<file path="src/include/readout_pkg.sv">
// constants and types shared by the frame readout sequencer and its column scanner
// assumes clk is the pixel timing clock; all counts are in clk cycles
package readout_pkg;

  // ----------------------------------------------------------------
  // array geometry
  // ----------------------------------------------------------------
  localparam int NUM_COLS    = 320;
  localparam int NUM_ROWS    = 256;
  localparam int COL_W       = 9;
  localparam int ROW_W       = 8;
  localparam int SLOT_CYCLES = 4;
  localparam int INTEG_W     = 32;

  // ----------------------------------------------------------------
  // timing
  // ----------------------------------------------------------------
  localparam int CLK_HZ           = 20_000_000;
  localparam int ROW_BLANK_NS     = 4320;
  // least time, so round up to whole cycles
  localparam int ROW_BLANK_CYCLES = (ROW_BLANK_NS * (CLK_HZ / 1_000_000) + 999) / 1000;
  localparam int MIN_LOW_PULSES   = 25;

  // ----------------------------------------------------------------
  // reset values
  // ----------------------------------------------------------------
  localparam logic RST_PIN_LEVEL  = 1'b1;
  localparam logic RST_PIXEL_HELD = 1'b1;

  // ----------------------------------------------------------------
  // row sequencer states, one bit per step except ST_BLANK to ST_SIGX and ST_SCAN to ST_DONE
  // ----------------------------------------------------------------
  typedef enum logic [2:0] {
    ST_INTEG = 3'h0,
    ST_HOLD  = 3'h1,
    ST_SIGX  = 3'h3,
    ST_RSTP  = 3'h2,
    ST_RSTX  = 3'h6,
    ST_SCAN  = 3'h7,
    ST_BLANK = 3'h5,
    ST_DONE  = 3'h4
  } seq_state_t;

endpackage : readout_pkg

</file>
<file path="src/include/scan_if.sv">
// link between the row sequencer and the column scanner
// assumes both ends share one clock
`timescale 1ns/1ps
interface scan_if #(parameter int COL_W = 9);
  logic             start;     // begin scanning a row
  logic             abort;     // drop the row scan at once
  logic             done;      // one-cycle pulse after the last slot
  logic             video_en;  // a pixel slot is on the video output
  logic             sel_reset; // 0 signal level, 1 reset level
  logic             trig;      // conversion trigger
  logic [COL_W-1:0] col;       // column being shown

  modport ctl  (output start, output abort,
                input done, input video_en, input sel_reset, input trig, input col);
  modport scan (input start, input abort,
                output done, output video_en, output sel_reset, output trig, output col);
endinterface : scan_if

</file>
<file path="src/pixel_slot.sv">
// column scanner: walks one row, one four-cycle slot per pixel
// assumes start is a one-cycle pulse from the row sequencer on the same clock
`timescale 1ns/1ps
module pixel_slot
  import readout_pkg::*;
#(
  parameter int NUM_COLS_P = NUM_COLS
)(
  input wire logic clk,   // pixel timing clock
  input wire logic rst_n, // synchronous reset, active low
  scan_if.scan     sif    // sequencer link
);

  // ----------------------------------------------------------------
  // elaboration check
  // ----------------------------------------------------------------
  if (NUM_COLS_P < 1 || NUM_COLS_P > (1 << COL_W)) begin : g_chk
    $error("pixel_slot: column count does not fit the column index");
  end

  // every column up to the last is read
  localparam logic [COL_W-1:0] LAST_COL = COL_W'(NUM_COLS_P - 1);

  logic             run_r,  run_nxt;
  logic [1:0]       ph_r,   ph_nxt;
  logic [COL_W-1:0] col_r,  col_nxt;
  logic             done_r, done_nxt;
  logic             sel_r,  sel_nxt;
  logic             trig_r, trig_nxt;

  // ----------------------------------------------------------------
  // slot sequencing
  // ----------------------------------------------------------------
  // next slot, phase and column
  always_comb begin
    run_nxt  = run_r;
    ph_nxt   = ph_r;
    col_nxt  = col_r;
    done_nxt = 1'b0;
    if (sif.abort) begin
      run_nxt = 1'b0;
    end else if (sif.start) begin
      run_nxt = 1'b1;
      ph_nxt  = 2'h0;
      col_nxt = '0;
    end else if (run_r) begin
      ph_nxt = ph_r + 2'h1;
      if (ph_r == 2'h3) begin
        if (col_r == LAST_COL) begin
          run_nxt  = 1'b0;
          done_nxt = 1'b1;
        end else begin
          col_nxt = col_r + COL_W'(1);
        end
      end
    end
    sel_nxt  = run_nxt & ph_nxt[1];
    trig_nxt = run_nxt & ph_nxt[0];
  end

  // registers
  always_ff @(posedge clk) begin
    if (!rst_n) begin
      run_r  <= 1'b0;
      ph_r   <= 2'h0;
      col_r  <= '0;
      done_r <= 1'b0;
      sel_r  <= 1'b0;
      trig_r <= 1'b0;
    end else begin
      run_r  <= run_nxt;
      ph_r   <= ph_nxt;
      col_r  <= col_nxt;
      done_r <= done_nxt;
      sel_r  <= sel_nxt;
      trig_r <= trig_nxt;
    end
  end

  assign sif.video_en  = run_r;
  assign sif.sel_reset = sel_r;
  assign sif.trig      = trig_r;
  assign sif.col       = col_r;
  assign sif.done      = done_r;

endmodule : pixel_slot

</file>
<file path="src/frame_readout.sv">
// frame readout sequencer: integration, global hold, row walk and video slots
// assumes clk is the pixel timing clock and frame_start_pulse comes from a pin
`timescale 1ns/1ps
module frame_readout
  import readout_pkg::*;
#(
  parameter int NUM_ROWS_P  = NUM_ROWS,
  parameter int NUM_COLS_P  = NUM_COLS,
  parameter int ROW_BLANK_P = ROW_BLANK_CYCLES
)(
  input  wire logic               clk,                // pixel timing clock
  input  wire logic               rst_n,              // synchronous reset, active low
  input  wire logic               frame_start_pulse,  // low integrates, high scans
  output logic                    integrating,        // pixels integrating
  output logic [INTEG_W-1:0]      integ_cycles,       // last low period in clocks
  output logic                    global_hold,        // all-pixel sample and hold pulse
  output logic                    pixel_reset_on,     // pixel resets engaged
  output logic [ROW_W-1:0]        row_sel,            // selected row
  output logic                    row_active,         // a row is selected
  output logic                    row_signal_xfer,    // signal transfer pulse
  output logic                    row_pixel_reset,    // row reset pulse
  output logic                    row_reset_xfer,     // reset level transfer pulse
  output logic                    video_en,           // pixel slot on video
  output logic                    video_sel_reset,    // 0 signal, 1 reset level
  output logic [COL_W-1:0]        col_index,          // column on video
  output logic                    conversion_trigger, // converter strobe
  output logic                    frame_done          // last row scanned pulse
);

  // ----------------------------------------------------------------
  // elaboration checks
  // ----------------------------------------------------------------
  if (NUM_ROWS_P < 1 || NUM_ROWS_P > (1 << ROW_W)) begin : g_chk_rows
    $error("frame_readout: row count does not fit the row index");
  end
  if (ROW_BLANK_P < 1 || ROW_BLANK_P > 65535) begin : g_chk_blank
    $error("frame_readout: row blank count out of range");
  end

  localparam logic [ROW_W-1:0] LAST_ROW = ROW_W'(NUM_ROWS_P - 1);
  localparam logic [15:0]      BLANK_END = 16'(ROW_BLANK_P - 1);

  // ----------------------------------------------------------------
  // start pulse synchroniser and edge detection
  // ----------------------------------------------------------------
  logic pin_s1_r, pin_s2_r, pin_d_r;
  logic rise, fall;

  // two flops ahead of any logic; only pin_s2_r and its delayed copy pin_d_r are looked at
  always_ff @(posedge clk) begin
    if (!rst_n) begin
      pin_s1_r <= RST_PIN_LEVEL;
      pin_s2_r <= RST_PIN_LEVEL;
      pin_d_r  <= RST_PIN_LEVEL;
    end else begin
      pin_s1_r <= frame_start_pulse;
      pin_s2_r <= pin_s1_r;
      pin_d_r  <= pin_s2_r;
    end
  end

  assign rise = pin_s2_r & ~pin_d_r;
  assign fall = ~pin_s2_r & pin_d_r;

  // ----------------------------------------------------------------
  // column scanner
  // ----------------------------------------------------------------
  scan_if #(.COL_W(COL_W)) sif ();

  pixel_slot #(
    .NUM_COLS_P (NUM_COLS_P)
  ) u_slot (
    .clk   (clk),
    .rst_n (rst_n),
    .sif   (sif)
  );

  // ----------------------------------------------------------------
  // row sequencer
  // ----------------------------------------------------------------
  seq_state_t          st_r,    st_nxt;
  logic [ROW_W-1:0]    row_r,   row_nxt;
  logic [15:0]         blk_r,   blk_nxt;
  logic [INTEG_W-1:0]  icnt_r,  icnt_nxt;
  logic [INTEG_W-1:0]  ilast_r, ilast_nxt;
  logic                prst_r,  prst_nxt;
  logic                hold_r,  hold_nxt;
  logic                sigx_r,  sigx_nxt;
  logic                rstp_r,  rstp_nxt;
  logic                rstx_r,  rstx_nxt;
  logic                fdone_r, fdone_nxt;
  logic                integ_r, integ_nxt;
  logic                ract_r,  ract_nxt;
  logic                start_nxt;
  logic                abort_nxt;

  // next state of the row walk
  always_comb begin
    st_nxt    = st_r;
    row_nxt   = row_r;
    blk_nxt   = blk_r;
    icnt_nxt  = icnt_r;
    ilast_nxt = ilast_r;
    prst_nxt  = prst_r;
    hold_nxt  = 1'b0;
    sigx_nxt  = 1'b0;
    rstp_nxt  = 1'b0;
    rstx_nxt  = 1'b0;
    fdone_nxt = 1'b0;
    start_nxt = 1'b0;
    abort_nxt = 1'b0;
    case (st_r)
      ST_INTEG: begin
        icnt_nxt = icnt_r + INTEG_W'(1);
        if (rise) begin
          ilast_nxt = icnt_r;
          hold_nxt  = 1'b1;
          st_nxt    = ST_HOLD;
        end
      end
      ST_HOLD: begin
        row_nxt  = '0;
        sigx_nxt = 1'b1;
        st_nxt   = ST_SIGX;
      end
      ST_SIGX: begin
        rstp_nxt = 1'b1;
        prst_nxt = 1'b1;
        st_nxt   = ST_RSTP;
      end
      ST_RSTP: begin
        rstx_nxt = 1'b1;
        st_nxt   = ST_RSTX;
      end
      ST_RSTX: begin
        // hand the row to the column scan
        start_nxt = 1'b1;
        st_nxt    = ST_SCAN;
      end
      ST_SCAN: begin
        if (sif.done) begin
          // every row down to the last
          if (row_r == LAST_ROW) begin
            fdone_nxt = 1'b1;
            st_nxt    = ST_DONE;
          end else begin
            blk_nxt = '0;
            st_nxt  = ST_BLANK;
          end
        end
      end
      ST_BLANK: begin
        blk_nxt = blk_r + 16'h0001;
        if (blk_r == BLANK_END) begin
          row_nxt  = row_r + ROW_W'(1);
          sigx_nxt = 1'b1;
          st_nxt   = ST_SIGX;
        end
      end
      ST_DONE: begin
        // wait for the fall below
      end
      default: begin
        st_nxt = ST_DONE;
      end
    endcase
    // fall releases every pixel reset at once; a fall mid-frame abandons the frame
    if (fall && st_r != ST_INTEG) begin
      abort_nxt = 1'b1;
      prst_nxt  = 1'b0;
      icnt_nxt  = INTEG_W'(1);
      sigx_nxt  = 1'b0;
      rstp_nxt  = 1'b0;
      rstx_nxt  = 1'b0;
      start_nxt = 1'b0;
      st_nxt    = ST_INTEG;
    end
    integ_nxt = (st_nxt == ST_INTEG);
    ract_nxt  = (st_nxt != ST_INTEG) && (st_nxt != ST_HOLD) && (st_nxt != ST_DONE);
  end

  // registers
  always_ff @(posedge clk) begin
    if (!rst_n) begin
      st_r    <= ST_DONE;
      row_r   <= '0;
      blk_r   <= 16'h0000;
      icnt_r  <= '0;
      ilast_r <= '0;
      prst_r  <= RST_PIXEL_HELD;
      hold_r  <= 1'b0;
      sigx_r  <= 1'b0;
      rstp_r  <= 1'b0;
      rstx_r  <= 1'b0;
      fdone_r <= 1'b0;
      integ_r <= 1'b0;
      ract_r  <= 1'b0;
    end else begin
      st_r    <= st_nxt;
      row_r   <= row_nxt;
      blk_r   <= blk_nxt;
      icnt_r  <= icnt_nxt;
      ilast_r <= ilast_nxt;
      prst_r  <= prst_nxt;
      hold_r  <= hold_nxt;
      sigx_r  <= sigx_nxt;
      rstp_r  <= rstp_nxt;
      rstx_r  <= rstx_nxt;
      fdone_r <= fdone_nxt;
      integ_r <= integ_nxt;
      ract_r  <= ract_nxt;
    end
  end

  // scanner controls are combinational; the scanner registers them itself
  assign sif.start = start_nxt;
  assign sif.abort = abort_nxt;

  // ----------------------------------------------------------------
  // outputs, each straight from a flop
  // ----------------------------------------------------------------
  // video and trigger from the scanner, set by start and cleared after the last slot or by abort
  assign integrating        = integ_r;
  assign integ_cycles       = ilast_r;
  assign global_hold        = hold_r;
  assign pixel_reset_on     = prst_r;
  assign row_sel            = row_r;
  assign row_active         = ract_r;
  assign row_signal_xfer    = sigx_r;
  assign row_pixel_reset    = rstp_r;
  assign row_reset_xfer     = rstx_r;
  assign video_en           = sif.video_en;
  assign video_sel_reset    = sif.sel_reset;
  assign col_index          = sif.col;
  assign conversion_trigger = sif.trig;
  assign frame_done         = fdone_r;

endmodule : frame_readout

</file>
<file path="config.mk">
export PLATFORM = sky130hd
export DESIGN_NAME = frame_readout
export DESIGN_NICKNAME = d
export VERILOG_FILES = /design/src/include/readout_pkg.sv /design/src/include/scan_if.sv /design/src/pixel_slot.sv /design/src/frame_readout.sv
export SDC_FILE = /design/constraint.sdc
export NUM_CORES = 1
export LEC_CHECK = 0
export BUFFER_PORTS_ARGS = -buffer_cell sky130_fd_sc_hd__buf_2
export CAP_MARGIN = 20
export CORE_ASPECT_RATIO = 1.4
export CORE_MARGIN = 2
export CORE_UTILIZATION = 52
export CTS_CLUSTER_DIAMETER = 80
export CTS_CLUSTER_SIZE = 40
export DETAILED_ROUTE_END_ITERATION = 12
export GPL_ROUTABILITY_DRIVEN = 0
export PLACE_DENSITY = 0.75
export SKIP_CTS_REPAIR_TIMING = 1
export SYNTH_ARGS = -nofsm -noshare
export SYNTH_HDL_FRONTEND = slang
export SYNTH_SLANG_ARGS = --single-unit
</file>
<file path="constraint.sdc">
create_clock -name clk -period 2.03 [get_ports clk]
set_input_delay 0.1015 -clock clk [delete_from_list [all_inputs] [get_ports clk]]
set_output_delay 0.1015 -clock clk [all_outputs]
set_load 0.02 [all_outputs]
</file>
==> out/metrics.csv <==
stage;metric;value;unit
setup_path;endpoint_kind;register;
timing;hold_viol;0;
setup_path;path_class;reg -> reg;
flow_run;drv_cap;0;
detailed_routing;drcViolationCount;0;
timing;setup_viol;0;
setup_path;slowest_stage;or4b_4;
setup_path;worstPathCellList;or4_4 -> or4b_4 -> or4_4 -> a21oi_2;
cells_and_area;fillCellCount;798;
die;ios;63;
timing;fin_crit_sh;99.69;%
clock_network;cts_sinks;117;
synth;synth-edff-count;0;
detailed_routing;routed_wl;13670;µm
die;initial_core_util;53.30;%
placed_design;post_dp_cell_area;6000;µm²
timing;finalCriticalPeriod;2.024;ns
timing;rsz0062_at_grt;yes;
global_routing;grtUsageTotal;24.88;%
synth;syn_area;5248;µm²
global_routing;antenna_found_initial;0;
setup_path;cp.arrival;2.38;ns
timing;tightest_slew;0.5570;ns
setup_path;required;2.38;ns
cells_and_area;seq_area;2347;µm²
power;power_leakage;0.002496;µW
clock_network;clk_latency;0.42;ns
setup_path;critPathLaunchType;register;
power;finalPower;5649;µW
die;dieWidth;88.90;µm
detailed_routing;wl_met2;7202;µm
synth;ys_async_sr_fraction;0;%
detailed_routing;vias_per_cell;5.877;
die;num_rows;43;
min_path;hp-class;in -> reg;
power;p_per_area;828.6;nW/µm²
synth;avgSynthCellArea;8.423;µm²
setup_path;path_max_fanout;3;
synth;yosysWarnings;0;
synth;ys_types;56;
synth;synth.net_count;632;
cells_and_area;final_area;6818;µm²
cells_and_area;multiInputGateArea;2831;µm²
die;fp.coreArea;9846;µm²
detailed_routing;wl_met1;5597;µm
global_routing;grt_max_degree;33;
clock_network;clockBufferDepth;2;
synth;synthFlopType;dfxtp_1;
cells_and_area;drive_gt1_share;25.14;%
timing;fin_worst_skew;0.005633;ns
placed_design;dp.final_hpwl;9108;µm
die;die_area;10920;µm²
global_routing;grt_pass1_wl;21490;µm
placed_design;port_buffers;62;
timing;fmax;494.1;MHz
detailed_routing;highest_layer;met4;
global_routing;grt_pass1_vias;4744;
detailed_routing;vias;5142;
timing;finalHoldWorstSlack;0.09937;ns
detailed_routing;first_pass_iters;5;
synth;synthCells;623;
cells_and_area;post-route-util;69.25;%
power;peakVddDrop;0.6468;mV
setup_path;max_stage_delay;0.55;ns
clock_network;clkTransAtPathRegs;0.05;ns
synth;ys_ff_latch;117;
global_routing;grt-ovfl-total;0;
cells_and_area;n_antenna_cell;0;
die;die_y;122.9;µm
timing;slew-limit-headroom;62.47;%
cells_and_area;area_growth;29.92;%
clock_network;htreeDepth;4;
placed_design;dp.cells;834;
synth;yosysSeqAreaShare;44.64;%
detailed_routing;wl_per_cell;15.62;µm
setup_path;critPathMostFrequentCell;or4_4;
detailed_routing;ant_nets;0;
clock_network;cts_buffers;17;
detailed_routing;met3WireLength;574;µm
clock_network;clockRootBuffer;clkbuf_16;
detailed_routing;drtIter0Drc;248;
cells_and_area;num-nets-final;736;
status;outcome;finished clean;
cells_and_area;instances_no_fill;875;
timing;maxSlewViolCount;0;
clock_network;cts_tree;built;
## routing by layer
metal | track usage, % | vias up
li1 | - | 2525
met1 | 26.95 | 2443
met2 | 44.87 | 140
met3 | 6.456 | 34
met4 | 10.23 | 0
met5 | 0 | -
## stage by stage
| step | TNS [ns] | setup slack (ns) |
|---|---|---|
| final | 0 | 0.006279 |
| after global routing | -0.06571 | -0.02196 |
| after CTS | -0.2574 | -0.08316 |
| after detailed placement | -0.1811 | -0.07164 |
| after global placement | -0.1056 | -0.04472 |
| after floorplan | -0.03348 | -0.03348 |
## state kept, by name, summed over array words and instances, names as in the netlist
signal / cells
pin_s1_r: 1
row_sel: 8
icnt_r: 32
row_active: 1
integ_cycles: 32
row_pixel_reset: 1
integrating: 1
st_r: 3
u_slot.sif.sel_reset: 1
blk_r: 16
u_slot.sif.video_en: 1
row_signal_xfer: 1
u_slot.ph_r: 2
u_slot.sif.col: 9
global_hold: 1
u_slot.sif.trig: 1
pixel_reset_on: 1
row_reset_xfer: 1
u_slot.sif.done: 1
frame_done: 1
pin_d_r: 1
pin_s2_r: 1
## critical path, delay by kind of cell, from the launching register on
kind	cells	cell delay (ns)
simple gates	3	1.52
flops	1	0.31
compound gates	1	0.13
## placed cells by master (no fill, tap or decap), types with 5 or more instances in the layout
| cell type | instances |
|---|---|
| a2111o_1 | 5 |
| a21oi_1 | 75 |
| a21oi_2 | 5 |
| and2_1 | 5 |
| and3_1 | 7 |
| and4_1 | 8 |
| buf_2 | 62 |
| buf_4 | 54 |
| clkbuf_16 | 17 |
| dfxtp_1 | 113 |
| ha_1 | 6 |
| inv_1 | 12 |
| mux2i_1 | 6 |
| nand2_1 | 89 |
| nand2b_1 | 6 |
| nand3_1 | 27 |
| nand3b_1 | 6 |
| nand4_1 | 21 |
| nor2_1 | 24 |
| nor2b_1 | 6 |
| nor3_1 | 6 |
| o21ai_0 | 18 |
| o31ai_1 | 27 |
| o41ai_1 | 5 |
| or3_1 | 8 |
| or4_1 | 29 |
| or4_4 | 5 |
| xor2_1 | 7 |
## kinds of logic after synthesis
family | Yosys count | synth area share [%]
AO/OA/AOI/OAI | 157 | 18.17
XOR/XNOR | 9 | 1.502
multiplexers | 7 | 1.359
buffers and inverters | 50 | 3.719
flip-flops | 117 | 44.64
AND/OR/NAND/NOR | 277 | 29.18
adder cells (fa/ha/maj) | 6 | 1.431
## area by class of cell
class | instances | area share (%)
inverters | 13 | 0.7157
clock inverters | 9 | 2.166
clock buffers | 23 | 7.157
well taps | 135 | 2.478
multi-input cells | 457 | 41.53
flip-flops and latches | 117 | 34.43
repair buffers | 121 | 11.53
## path summary, 6_finish.rpt
kind	end	depth (start not counted)	startpoint	slack, ns
hold / removal	integ_cycles[31]$_SDFFE_PN0P_	3	rst_n	0.1
setup reg to reg	row_sel[2]$_SDFFE_PN0P_	4	blk_r[11]$_SDFFE_PN0P_	0.006
setup / recovery	row_sel[2]$_SDFFE_PN0P_	4	blk_r[11]$_SDFFE_PN0P_	0.006
hold reg to reg	pin_s2_r$_SDFF_PN1_	1	pin_s1_r$_SDFF_PN1_	0.42
## cells in the mapped netlist, types with 6 or more instances
cell type  instances  area [µm²]
dfxtp_1          117        2342
nand2_1           91       341.6
a21oi_1           80       400.4
clkbuf_1          36       135.1
or4_1             34       255.2
nand3_1           29       145.1
o31ai_1           29       217.7
nor2_1            24       90.09
nand4_1           21       131.4
o21ai_0           18       90.09
inv_1             12       45.04
or3_1              9       56.30
and4_1             8       70.07
and3_1             7       43.79
xor2_1             7       61.31
ha_1               6       75.07
mux2i_1            6       60.06
nand2b_1           6       37.54
nand3b_1           6       45.04
nor2b_1            6       37.54
nor3_1             6       30.03
## where the power goes
part | total (µW) | switching [µW] | internal [µW] | leakage (µW)
clock network | 3210 | 1040 | 2170 | 0.000313
registers | 2310 | 6.52 | 2310 | 0.000945
logic | 121 | 81.7 | 39.5 | 0.00124
total | 5650 | 1130 | 4520 | 0.00250
Note: power is estimated with default switching activity, not from simulation.
